$ cat src/logic/memory_map_defines.vh
// Address map constants for the memory map decoder
// Behaviour
// - All addresses are 16-bit word addresses
// - Program 0x000000-0x007FFF selects program flash
// - Boot at word zero; watchdog reset at two
// - Program 0x008000-0x0087FF selects shared RAM
// - Data 0x000000-0x0007FF selects same dual-port RAM
// - Unlisted program and data ranges decode reserved
// - Data 0x00F000-0x00FFFF is peripheral window
// - Data 0xFFFF00-0xFFFFFF is debug register window
// - Debug upper addresses decode transmit, status, lock
// - Debug control, step counter, trace registers decode
// - Debug breakpoint and signal registers decode; rest reserved
// - First eight peripheral bases select their units
// - Remaining peripheral bases select their units
// - Vectors step by two; targets 19 bits
`ifndef MEMORY_MAP_DEFINES_VH
`define MEMORY_MAP_DEFINES_VH

// ==========================================================
// Widths
`define P_AW        21
`define D_AW        24
`define DW          16
`define RAM_AW      11
`define FLASH_AW    15
`define NPER        24
`define DBG_RW      5
`define VEC_TGT_W   19

// ==========================================================
// Program space
`define P_FLASH_LAST   21'h007fff
`define P_RAM_FIRST    21'h008000
`define P_RAM_LAST     21'h0087ff
`define P_BOOT_ADDR    21'h000000
`define P_WDOG_ADDR    21'h000002

// ==========================================================
// Data space
`define D_RAM_LAST     24'h0007ff
`define D_PER_FIRST    24'h00f000
`define D_PER_LAST     24'h00ffff
`define D_DBG_FIRST    24'hffff00

// ==========================================================
// Debug window low-byte offsets
`define DBG_TX_UPPER     8'hff
`define DBG_TXRX         8'hfe
`define DBG_TXRX_STAT    8'hfd
`define DBG_CORE_LOCK    8'hfc
`define DBG_CONTROL      8'ha0
`define DBG_STEP_HI      8'h9f
`define DBG_STEP         8'h9e
`define DBG_STATUS       8'h9d
`define DBG_PER_BASE     8'h9c
`define DBG_TRACE_CTRL   8'h9b
`define DBG_TRACE_PTR    8'h9a
`define DBG_TRACE_HI     8'h99
`define DBG_TRACE        8'h98
`define DBG_BKPT_CTRL_HI 8'h97
`define DBG_BKPT_CTRL    8'h96
`define DBG_BKPT_A1_HI   8'h95
`define DBG_BKPT_A1      8'h94
`define DBG_BKPT_A2_HI   8'h93
`define DBG_BKPT_A2      8'h92
`define DBG_BKPT_MSK_HI  8'h91
`define DBG_BKPT_MSK     8'h90
`define DBG_BKPT_CNT     8'h8e
`define DBG_EXT_SIG      8'h8a

// ==========================================================
// Debug register codes on the select index
`define DREG_NONE        5'h00
`define DREG_TX_UPPER    5'h01
`define DREG_TXRX        5'h02
`define DREG_TXRX_STAT   5'h03
`define DREG_CORE_LOCK   5'h04
`define DREG_CONTROL     5'h05
`define DREG_STEP        5'h06
`define DREG_STATUS      5'h07
`define DREG_PER_BASE    5'h08
`define DREG_TRACE_CTRL  5'h09
`define DREG_TRACE_PTR   5'h0a
`define DREG_TRACE       5'h0b
`define DREG_BKPT_CTRL   5'h0c
`define DREG_BKPT_A1     5'h0d
`define DREG_BKPT_A2     5'h0e
`define DREG_BKPT_MSK    5'h0f
`define DREG_BKPT_CNT    5'h10
`define DREG_EXT_SIG     5'h11

// ==========================================================
// Peripheral bases (low 12 bits of window), entry 0 last
// Order: timer, converter, pwm, intc, sys, wdog, clk, psup,
// gpio a-d, pit 0-2, dac 0-1, cmp a-b, serial, spi, i2c, flash, can
`define PER_BASES {12'h800, 12'h400, 12'h280, 12'h220, 12'h200, \
  12'h1f0, 12'h1e0, 12'h1d0, 12'h1c0, 12'h1b0, 12'h1a0, 12'h190, \
  12'h180, 12'h170, 12'h160, 12'h150, 12'h140, 12'h130, 12'h120, \
  12'h100, 12'h0e0, 12'h0c0, 12'h080, 12'h000}
// Span of each unit as an offset mask, same order
`define PER_SPANS {12'h03f, 12'h01f, 12'h01f, 12'h01f, 12'h01f, \
  12'h00f, 12'h00f, 12'h00f, 12'h00f, 12'h00f, 12'h00f, 12'h00f, \
  12'h00f, 12'h00f, 12'h00f, 12'h00f, 12'h00f, 12'h00f, 12'h00f, \
  12'h01f, 12'h01f, 12'h01f, 12'h03f, 12'h03f}

`endif

$ cat src/logic/periph_select.v
// Peripheral window base-address selector
`timescale 1ns/1ps
`default_nettype none
`include "memory_map_defines.vh"

module periph_select (
  // Window offset
  input  wire [11:0]        i_offset,
  input  wire               i_enable,
  // Selects
  output wire [`NPER-1:0]   o_sel,
  output wire [5:0]         o_reg_offset
);

  localparam [`NPER*12-1:0] BASES = `PER_BASES;
  localparam [`NPER*12-1:0] SPANS = `PER_SPANS;

  wire [`NPER*6-1:0] offs;

  // ========================================================
  // One comparator per unit; gaps match no entry
  genvar g;
  generate
    for (g = 0; g < `NPER; g = g + 1) begin : g_unit
      wire [11:0] span = SPANS[g*12 +: 12];
      assign o_sel[g] = i_enable &&
        ((i_offset & ~span) == BASES[g*12 +: 12]);
      assign offs[g*6 +: 6] = o_sel[g] ? (i_offset[5:0] & span[5:0]) : 6'h00;
    end
  endgenerate

  // At most one select is high, so OR-ing the offsets is a mux
  reg [5:0] off_or;
  integer k;
  always @* begin
    off_or = 6'h00;
    for (k = 0; k < `NPER; k = k + 1) begin
      off_or = off_or | offs[k*6 +: 6];
    end
  end
  assign o_reg_offset = off_or;

endmodule
`default_nettype wire

$ cat src/logic/memory_map_address_decoder.v
// Program and data space address decoder
`timescale 1ns/1ps
`default_nettype none
`include "memory_map_defines.vh"

module memory_map_address_decoder (
  // Clock and reset
  input  wire                  I_SYS_CLK,
  input  wire                  I_RESETN,
  // Reset cause
  input  wire                  i_WDOG_RESET,
  output reg  [`P_AW-1:0]      o_FETCH_START,
  // Vector fetch
  input  wire [13:0]           i_VECTOR_BASE,
  input  wire [6:0]            i_VEC_NUM,
  input  wire [`P_AW-1:0]      i_VEC_ENTRY,
  output reg  [`P_AW-1:0]      o_VEC_ADDR,
  output reg  [`P_AW-1:0]      o_VEC_TARGET,
  // Program bus
  input  wire                  i_P_REQ,
  input  wire [`P_AW-1:0]      i_P_ADDR,
  input  wire [`DW-1:0]        i_P_FLASH_RDATA,
  input  wire [`DW-1:0]        i_P_RAM_RDATA,
  output wire                  o_P_FLASH_SEL,
  output wire [`FLASH_AW-1:0]  o_P_FLASH_ADDR,
  output wire                  o_P_RAM_SEL,
  output wire [`RAM_AW-1:0]    o_P_RAM_ADDR,
  output reg  [`DW-1:0]        o_P_RDATA,
  output reg                   o_P_RVALID,
  output reg                   o_P_UNMAPPED,
  // Data bus
  input  wire                  i_D_REQ,
  input  wire                  i_D_WR,
  input  wire                  i_D_WORD,
  input  wire [`D_AW-1:0]      i_D_ADDR,
  input  wire [`DW-1:0]        i_D_RAM_RDATA,
  input  wire [`DW-1:0]        i_D_PER_RDATA,
  input  wire [`DW-1:0]        i_D_DBG_RDATA,
  output wire                  o_D_RAM_SEL,
  output wire [`RAM_AW-1:0]    o_D_RAM_ADDR,
  output wire [`NPER-1:0]      o_D_PER_SEL,
  output wire [5:0]            o_D_PER_OFFSET,
  output wire                  o_D_DBG_SEL,
  output reg  [`DBG_RW-1:0]    o_D_DBG_REG,
  output reg                   o_D_DBG_HI,
  output reg  [`DW-1:0]        o_D_RDATA,
  output reg                   o_D_RVALID,
  output reg                   o_D_UNMAPPED
);

  // ========================================================
  // Program space decode, word addresses throughout
  wire p_flash_hit = (i_P_ADDR <= `P_FLASH_LAST);
  wire p_ram_hit   = (i_P_ADDR >= `P_RAM_FIRST) &&
                     (i_P_ADDR <= `P_RAM_LAST);
  wire p_rsvd      = !p_flash_hit && !p_ram_hit;

  assign o_P_FLASH_SEL  = i_P_REQ && p_flash_hit;
  assign o_P_FLASH_ADDR = i_P_ADDR[`FLASH_AW-1:0];
  assign o_P_RAM_SEL    = i_P_REQ && p_ram_hit;
  // Same RAM cells the data side reaches from zero
  assign o_P_RAM_ADDR   = i_P_ADDR[`RAM_AW-1:0];

  // ========================================================
  // Data space decode
  wire d_ram_hit = (i_D_ADDR <= `D_RAM_LAST);
  wire d_per_win = (i_D_ADDR >= `D_PER_FIRST) &&
                   (i_D_ADDR <= `D_PER_LAST);
  wire d_dbg_win = (i_D_ADDR >= `D_DBG_FIRST);

  // Byte or long accesses to peripherals get no select
  wire per_en = i_D_REQ && d_per_win && i_D_WORD;

  periph_select u_periph_select (
    .i_offset     (i_D_ADDR[11:0]),
    .i_enable     (per_en),
    .o_sel        (o_D_PER_SEL),
    .o_reg_offset (o_D_PER_OFFSET)
  );

  wire d_per_hit = |o_D_PER_SEL;

  assign o_D_RAM_SEL  = i_D_REQ && d_ram_hit;
  assign o_D_RAM_ADDR = i_D_ADDR[`RAM_AW-1:0];

  // ========================================================
  // Debug window register index
  always @* begin
    o_D_DBG_HI = 1'b0;
    case (i_D_ADDR[7:0])
      `DBG_TX_UPPER:     o_D_DBG_REG = `DREG_TX_UPPER;
      `DBG_TXRX:         o_D_DBG_REG = `DREG_TXRX;
      `DBG_TXRX_STAT:    o_D_DBG_REG = `DREG_TXRX_STAT;
      `DBG_CORE_LOCK:    o_D_DBG_REG = `DREG_CORE_LOCK;
      `DBG_CONTROL:      o_D_DBG_REG = `DREG_CONTROL;
      `DBG_STEP_HI: begin
        o_D_DBG_REG = `DREG_STEP;
        o_D_DBG_HI  = 1'b1;
      end
      `DBG_STEP:         o_D_DBG_REG = `DREG_STEP;
      `DBG_STATUS:       o_D_DBG_REG = `DREG_STATUS;
      `DBG_PER_BASE:     o_D_DBG_REG = `DREG_PER_BASE;
      `DBG_TRACE_CTRL:   o_D_DBG_REG = `DREG_TRACE_CTRL;
      `DBG_TRACE_PTR:    o_D_DBG_REG = `DREG_TRACE_PTR;
      `DBG_TRACE_HI: begin
        o_D_DBG_REG = `DREG_TRACE;
        o_D_DBG_HI  = 1'b1;
      end
      `DBG_TRACE:        o_D_DBG_REG = `DREG_TRACE;
      `DBG_BKPT_CTRL_HI: begin
        o_D_DBG_REG = `DREG_BKPT_CTRL;
        o_D_DBG_HI  = 1'b1;
      end
      `DBG_BKPT_CTRL:    o_D_DBG_REG = `DREG_BKPT_CTRL;
      `DBG_BKPT_A1_HI: begin
        o_D_DBG_REG = `DREG_BKPT_A1;
        o_D_DBG_HI  = 1'b1;
      end
      `DBG_BKPT_A1:      o_D_DBG_REG = `DREG_BKPT_A1;
      `DBG_BKPT_A2_HI: begin
        o_D_DBG_REG = `DREG_BKPT_A2;
        o_D_DBG_HI  = 1'b1;
      end
      `DBG_BKPT_A2:      o_D_DBG_REG = `DREG_BKPT_A2;
      `DBG_BKPT_MSK_HI: begin
        o_D_DBG_REG = `DREG_BKPT_MSK;
        o_D_DBG_HI  = 1'b1;
      end
      `DBG_BKPT_MSK:     o_D_DBG_REG = `DREG_BKPT_MSK;
      `DBG_BKPT_CNT:     o_D_DBG_REG = `DREG_BKPT_CNT;
      `DBG_EXT_SIG:      o_D_DBG_REG = `DREG_EXT_SIG;
      default:           o_D_DBG_REG = `DREG_NONE;
    endcase
  end

  // Reserved debug locations select nothing
  wire d_dbg_hit = d_dbg_win && (o_D_DBG_REG != `DREG_NONE);
  assign o_D_DBG_SEL = i_D_REQ && d_dbg_hit;

  // Everything else in data space is reserved
  wire d_unmapped = !d_ram_hit && !d_per_hit && !d_dbg_hit;

  // ========================================================
  // Next read data, taken from the target selected this cycle
  // Unmapped reads give zero and writes there reach no target
  reg [`DW-1:0] p_rdata_nxt;
  reg [`DW-1:0] d_rdata_nxt;

  always @* begin
    p_rdata_nxt = 16'h0000;
    if (o_P_FLASH_SEL) begin
      p_rdata_nxt = i_P_FLASH_RDATA;
    end else if (o_P_RAM_SEL) begin
      p_rdata_nxt = i_P_RAM_RDATA;
    end
  end

  // A write returns zero so no stale word is mistaken for read data
  always @* begin
    d_rdata_nxt = 16'h0000;
    if (!i_D_WR) begin
      if (o_D_RAM_SEL) begin
        d_rdata_nxt = i_D_RAM_RDATA;
      end else if (d_per_hit) begin
        d_rdata_nxt = i_D_PER_RDATA;
      end else if (o_D_DBG_SEL) begin
        d_rdata_nxt = i_D_DBG_RDATA;
      end
    end
  end

  // ========================================================
  // Program read return, one cycle after the request
  always @(posedge I_SYS_CLK) begin
    if (!I_RESETN) begin
      o_P_RDATA    <= 16'h0000;
      o_P_RVALID   <= 1'b0;
      o_P_UNMAPPED <= 1'b0;
    end else begin
      o_P_RDATA    <= p_rdata_nxt;
      o_P_RVALID   <= i_P_REQ;
      o_P_UNMAPPED <= i_P_REQ && p_rsvd;
    end
  end

  // ========================================================
  // Data read return; nothing stalls, so every read request is answered
  always @(posedge I_SYS_CLK) begin
    if (!I_RESETN) begin
      o_D_RDATA    <= 16'h0000;
      o_D_RVALID   <= 1'b0;
      o_D_UNMAPPED <= 1'b0;
    end else begin
      o_D_RDATA    <= d_rdata_nxt;
      o_D_RVALID   <= i_D_REQ && !i_D_WR;
      o_D_UNMAPPED <= i_D_REQ && (d_unmapped || (d_per_win && !i_D_WORD));
    end
  end

  // ========================================================
  // Fetch start: cause is taken while reset is held
  always @(posedge I_SYS_CLK) begin
    if (!I_RESETN) begin
      o_FETCH_START <= i_WDOG_RESET ? `P_WDOG_ADDR : `P_BOOT_ADDR;
    end
  end

  // ========================================================
  // Vectors: two words per entry, 19-bit reachable target
  always @(posedge I_SYS_CLK) begin
    if (!I_RESETN) begin
      o_VEC_ADDR   <= 21'h000000;
      o_VEC_TARGET <= 21'h000000;
    end else begin
      o_VEC_ADDR   <= {i_VECTOR_BASE, 7'h00} + {13'h0000, i_VEC_NUM, 1'b0};
      o_VEC_TARGET <= {2'h0, i_VEC_ENTRY[`VEC_TGT_W-1:0]};
    end
  end

endmodule
`default_nettype wire

$ cat config.mk
export PLATFORM = sky130hd
export DESIGN_NAME = memory_map_address_decoder
export DESIGN_NICKNAME = d
export VERILOG_FILES = /design/src/logic/periph_select.v /design/src/logic/memory_map_address_decoder.v
export VERILOG_INCLUDE_DIRS = /design/src /design/src/logic
export SDC_FILE = /design/constraint.sdc
export NUM_CORES = 1
export LEC_CHECK = 0
export BUFFER_PORTS_ARGS = -buffer_cell sky130_fd_sc_hd__buf_4
export CORE_AREA = 3 3 134 136
export CTS_CLUSTER_SIZE = 12
export DETAILED_ROUTE_END_ITERATION = 6
export DIE_AREA = 0 0 137 139
export SETUP_SLACK_MARGIN = 0.15
export SYNTH_ARGS = -nofsm -noshare
export SYNTH_HDL_FRONTEND = slang
export SYNTH_SLANG_ARGS = --single-unit
$ cat constraint.sdc
create_clock -name I_SYS_CLK -period 2.9 [get_ports I_SYS_CLK]
set_clock_uncertainty 0.2 [all_clocks]
set_input_delay 0.58 -clock I_SYS_CLK [delete_from_list [all_inputs] [get_ports I_SYS_CLK]]
set_output_delay 0.58 -clock I_SYS_CLK [all_outputs]
set_load 0.05 [all_outputs]
# Yosys cells after proc, flatten, opt, wreduce, memory -nomap -nowiden
# Index checks and enable logic that the tools add are counted.
totals:
  output_inout_bits: 176
  input_bits: 174
  reg_bits: 99
  wordCells: 179
classes:
  order_cmp: 7
  n_reduce_logical: 59
  bitwise: 24
  n_mux: 32
  add_sub_neg: 1
  n_eq_ne: 46
op_table:
  columns: ["op", "count"]
  rows:
  - ["equality test 8 bit, second input constant", 23]
  - ["equality test 8 x 5 -> 1 bit, second input constant", 14]
  - ["one-hot mux 5 bit (17 select lines)", 1]
  - ["two-way mux 16 bit", 5]
  - ["OR 6 x 4 -> 6 bit", 13]
  - ["two-way mux 4 bit", 14]
  - ["logical AND 1 bit", 40]
  - ["OR 6 bit", 6]
  - ["two-way mux 5 bit", 7]
  - [">= comparator 24 x 16 -> 1 bit, second input constant", 1]
  - [">= comparator 24 bit, second input constant", 1]
  - ["less-or-equal comparator 24 x 11 -> 1 bit, second input constant", 1]
  - ["less-or-equal comparator 24 x 16 -> 1 bit, second input constant", 1]
  - ["OR 6 x 5 -> 6 bit", 4]
  - ["OR reduction 24 bit", 1]
  - ["adder 21 x 8 -> 21 bit", 1]
  - ["equality test 7 x 5 -> 1 bit, second input constant", 3]
  - [">= comparator 21 x 16 -> 1 bit, second input constant", 1]
  - ["less-or-equal comparator 21 x 15 -> 1 bit, second input constant", 1]
  - ["less-or-equal comparator 21 x 16 -> 1 bit, second input constant", 1]
  - ["two-way mux 6 bit", 3]
  - ["equality test 7 x 3 -> 1 bit, second input constant", 2]
  - ["OR reduction 2 bit", 7]
  - ["logical NOT 12 bit", 1]
  - ["other kinds (11)", 17]

# Depth between registers and ports, before layout
depth:
  word_depth: 29
  ltp_mapped: 8
  mapped_depth_nobuf: 6

# By module
# From an unflattened synthesis, not the netlist that was laid out.
unflattened:
  hier_cells: 447
  area_unflattened_um2: 3833.7
modules_own_cells:
  columns: ["module", "seq_area_each_um2", "cells_per_inst", "instances", "area_per_inst_um2"]
  rows:
  - ["memory_map_address_decoder", 1531.5, 387, 1, 3465.8]
  - ["periph_select", 0.0, 60, 1, 367.9]

# Worst setup path after synthesis
# OpenSTA, ideal clock, no wires.
synth_path:
  kind: "input-to-output"
  start: "input port i_D_ADDR[18]"
  end: "output port o_D_PER_SEL[21]"
  slack_ns: -1.163
  arrival_ns: 3.283
  stages: 6
  required_ns: 2.120
  n_path_buf: 2
  cell_sequence: "or4_1 -> nor2_2 -> nand3_1 -> buf_2 -> buf_1 -> nor4_1"
synth_between:
  elab_chain_cells: 5
  elab_cells_between_ends: 6
  cone_classes: "order compare (2); reduce/logical (4)"
synth_rtl:
  columns: ["item", "line_no", "rtl"]
  rows:
  - ["start, declared", "memory_map_address_decoder.v:35", "input wire [`D_AW-1:0] i_D_ADDR,"]
  - [">= comparator 24 x 16 -> 1 bit (no source line) or less-or-equal comparator 24 x 16 -> 1 bit (tied branches)", null, null]
  - ["logical AND 1 bit *", "memory_map_address_decoder.v:67", "wire d_per_win = (i_D_ADDR >= `D_PER_FIRST) &&"]
  - ["logical AND 1 bit * (2 in series)", "memory_map_address_decoder.v:72", "wire per_en = i_D_REQ && d_per_win && i_D_WORD;"]
  - ["logical AND 1 bit *", "periph_select.v:26", "assign o_sel[g] = i_enable &&"]
  - ["end, declared", "memory_map_address_decoder.v:41", "output wire [`NPER-1:0] o_D_PER_SEL,"]
# Mark *: on every way between the ends. The rest lies on a longest branch, timed or not.

# Worst setup path in the final report
layout_path:
  start: "input port i_D_ADDR[18]"
  end: "output port o_D_PER_SEL[15]"
# Same word-level chain as after synthesis.

==> impl_summary.log <==
INFO  metric layout_setup_ws = -0.1333 ns
INFO  metric drt_pass_1_iters = 5
INFO  metric clk_pin_slew_worst_paths = 0.06 ns
INFO  metric synth-edff-count = 1
INFO  metric clock_buffer_depth = 2
INFO  metric finalMaxSlewViolations = 0
INFO  metric numCtsBuffers = 9
INFO  metric post_synth_num_cell_types = 57
INFO  metric proportion_of_synthesized_chip_area_in_sequential_cells = 0.3763
INFO  metric starting_density_of_the_core = 0.2386
INFO  metric synth.area.top_cells = dfxtp_1, buf_4, and2_1
INFO  metric critical_path.max_fanout = 5
INFO  metric gr-usage-all-layers = 0.1626
INFO  metric crit_top_cell = buf_6
INFO  metric place_congestion = about 0.81
INFO  metric post_synth_mux_area_share = 0
INFO  metric critical_path.cell_chain = buf_6, or4_4, nor2_4, nand3_2, or2_4, buf_12, nor3_4, buf_6
INFO  metric unrepaired_setup_endpoints_after_global_routing = yes
INFO  metric fp.dieH = roughly 140 um
INFO  metric timing.critical_path.arrival = 2.25 ns
INFO  metric ys_ff_latch = 76
INFO  metric setup_viol = 12
INFO  metric fin_worst_hold_slack = around 0.21 ns
INFO  metric synth_xor_xnor_area_share = 0.03013
INFO  metric via_count_of_the_first_global_routing_pass = 4111
INFO  metric layout-area-overhead-vs-synth = 78.60%
INFO  metric drcViolationCount = 0
INFO  metric drt_wl_total = 16370 um
INFO  metric nFillCells = 1784
INFO  metric synth-compound-area-share = 0.1783
INFO  metric via_count = 4320
INFO  metric critical_path.startpoint = i_D_ADDR[18]
INFO  metric crit_path_start_kind = primary input
INFO  metric routed_via_density = 4.404
INFO  metric fp.dieW = 137 um
INFO  metric h-tree-depth = 3
INFO  metric post-synth-top-area-fraction = 0.3689
INFO  metric timing.critical_path.required = 2.12 ns
INFO  metric cts_tree = done
INFO  metric critPathMaxStageDelay = 0.54 ns
INFO  metric hold-path-endpoint = o_D_RVALID
INFO  metric design.portCount = between 300 and 400
INFO  metric worstSetupPathType = primary input to primary output
INFO  metric synth_top_family_by_area = simple AND/OR/NAND/NOR gates
INFO  metric drive_above_1_share = 0.5556
INFO  metric antenna_violating_nets_post_route = 0
INFO  metric maximum_clock_frequency = 329.7 MHz
INFO  metric hold_path.startpoint = i_D_WR
INFO  metric path_delay_family = simple AND/OR/NAND/NOR gates
INFO  metric holdPathStages = 2
INFO  metric finalWorstPathRequiredPeriod = approximately 3 ns
INFO  metric placement.setup.worst_slack = -0.1881 ns
INFO  metric hp-class = primary input to register
INFO  metric placement_rows = 48
INFO  metric hold_viol_final = 0
INFO  metric avgSynthCellArea = 8.623 sq um
INFO  metric cellPowerDensity = 399.2 nW/um^2
INFO  metric n_antenna_cell = 0
INFO  metric detailedRoute.firstIterationViolations = 104
INFO  metric outcome = finished, violations left
INFO  metric route.detailed.wl_per_inst = 16.69 um
INFO  metric num-nets-final = 928
INFO  metric dp.final_hpwl = 13350 um
INFO  metric design.die.area = 19040 sq um
INFO  metric final_min_period_over_clock_period = 1.046
INFO  metric maxCapViolCount = 0
INFO  metric grt_antenna_before_repair = 1
INFO  metric globalRoute.totalOverflow = 0
INFO  metric synth_async_sr_flop_share = 0
INFO  metric global_route_wire_length_before_repair = 23610 um
INFO  metric synth_flop_cell = dfxtp_1
INFO  metric synth_adder_area_share = 0.006148
INFO  metric post_synth_inst_count = around 470
INFO  metric pin_count_of_the_biggest_net_entering_global_routing = 33
INFO  metric peakVddDrop = 229.8 uV
INFO  metric synthSimpleGateAreaFrac = 0.2339
INFO  metric setup-tns-final = -0.6409 ns
INFO  metric synthesis.area = between 4000 and 5000 sq um
INFO  metric failing_checks = negative setup slack
INFO  metric ys_warn_count = 0
INFO  metric cell_at_the_root_of_the_clock_tree = clkbuf_16
INFO  metric critical_path.endpoint_type = primary output
INFO  metric slowest_stage = or4_4
INFO  metric numPortBuffers = a little under 300
INFO  metric clock-sinks = 76
INFO  metric floorplan.core_area = ~17000 sq um
INFO  metric cell_type_contributing_the_most_total_cell_area_after_synthesis = dfxtp_1
INFO  metric cp.buffers_inverters = 3
INFO  metric power.leakage = 3.475 nW
## per-stage QoR
stage                     cell area [sq um]  instances  total power [mW]  utilization
after floorplan                        4531        494             1.608            -
after global placement                 6695        963             1.808       0.3925
after detailed placement               6695        963             1.812       0.3925
after CTS                              7236        981             2.964       0.4242
after global routing                   7269        981             3.040       0.4262
final                                  7269        981             2.902       0.4262
## area by class of cell
class / count / area, sq um / area share
sequential: 76 / 1531 / 0.2107
timing repair buffer: 339 / 2755 / 0.3790
clock inverter: 6 / 65.06 / 0.008950
inverter: 24 / 92.59 / 0.01274
clock buffer: 9 / 225.2 / 0.03098
multi-input combinational: 302 / 2318 / 0.3189
tap: 225 / 281.5 / 0.03873
## sequential cells by signal, summed over array words and instances, names as in the netlist
name	flops
o_P_RVALID	1
o_P_RDATA	16
o_D_RVALID	1
o_VEC_TARGET	19
o_FETCH_START	1
o_P_UNMAPPED	1
o_D_RDATA	16
o_D_UNMAPPED	1
o_VEC_ADDR	20
## cells in the final DEF, fill, tap and decap left out, drive strengths merged, types with 5 or more instances in the layout
master  count
clkbuf      9
nor3       28
nand4      10
a21oi       6
nand2b      6
o211a       8
o221ai      9
conb       23
nand3       7
nor4        5
nand2      18
xor2       11
o21ai      12
dfxtp      75
a211oi      9
buf       339
a22oi      16
o21a       15
nor2       48
and2       31
inv        25
## layer usage
| layer | up-vias | track usage | share of wire | wire [um] |
|---|---|---|---|---|
| li1 | 2108 | - | - | - |
| met5 | - | 0 | 0.00098 | 16 |
| met1 | 1974 | 0.1736 | 0.36 | 5902 |
| met3 | 34 | 0.05406 | 0.10 | 1655 |
| met4 | 2 | 0.06197 | 0.022 | 361 |
| met2 | 202 | 0.2923 | 0.52 | 8434 |
## cells in the mapped netlist (6+ instances only)
library cell   n
buf_2          6
a22oi_1       16
clkbuf_1      17
nand4_1       10
nand2b_1       6
o21a_1        15
buf_4         61
o211a_1        8
nand2_1       18
and2_1        31
a211oi_2       7
nand3_1        7
nor2_1        47
dfxtp_1       75
inv_1         22
o221ai_1       9
xor2_1        11
o21ai_0       11
nor3_1        28
## power breakdown
| group | switching, mW | total (mW) | internal, mW |
|---|---|---|---|
| clock | 0.447 | 1.11 | 0.663 |
| combinational | 0.426 | 0.702 | 0.276 |
| sequential | 0.00886 | 1.09 | 1.08 |
| total | 0.882 | 2.90 | 2.02 |
## how the worst max path moves through the flow
stage | cells after the start | end
after floorplan | 4 | o_D_PER_SEL[6]
after global placement | 8 | o_D_PER_SEL[15]
after detailed placement | 8 | o_D_PER_SEL[15]
after CTS | 8 | o_D_PER_SEL[15]
after global routing | 8 | o_D_PER_SEL[15]
final | 8 | o_D_PER_SEL[15]
## cells by family (layout without fill, tap and decap cells)
group / Yosys count / after routing
adders and majority gates: 2 / 2
buffers and inverters: 116 / 378
other: 1 / 23
xor gates and xnor gates: 14 / 14
DFF: 76 / 76
AOI/OAI and AO/OA: 87 / 87
and+or+nand+nor: 176 / 176
## what timing repair did
action                                  in CTS  in global routing
resized for setup                           52                  7
endpoints found under the setup margin      34                 35
hold buffers                                 0                  0
gates cloned                                 1                  0
pin swaps                                   20                  6
buffers inserted                             2                  0
Note: power is estimated with default switching activity, not from simulation.
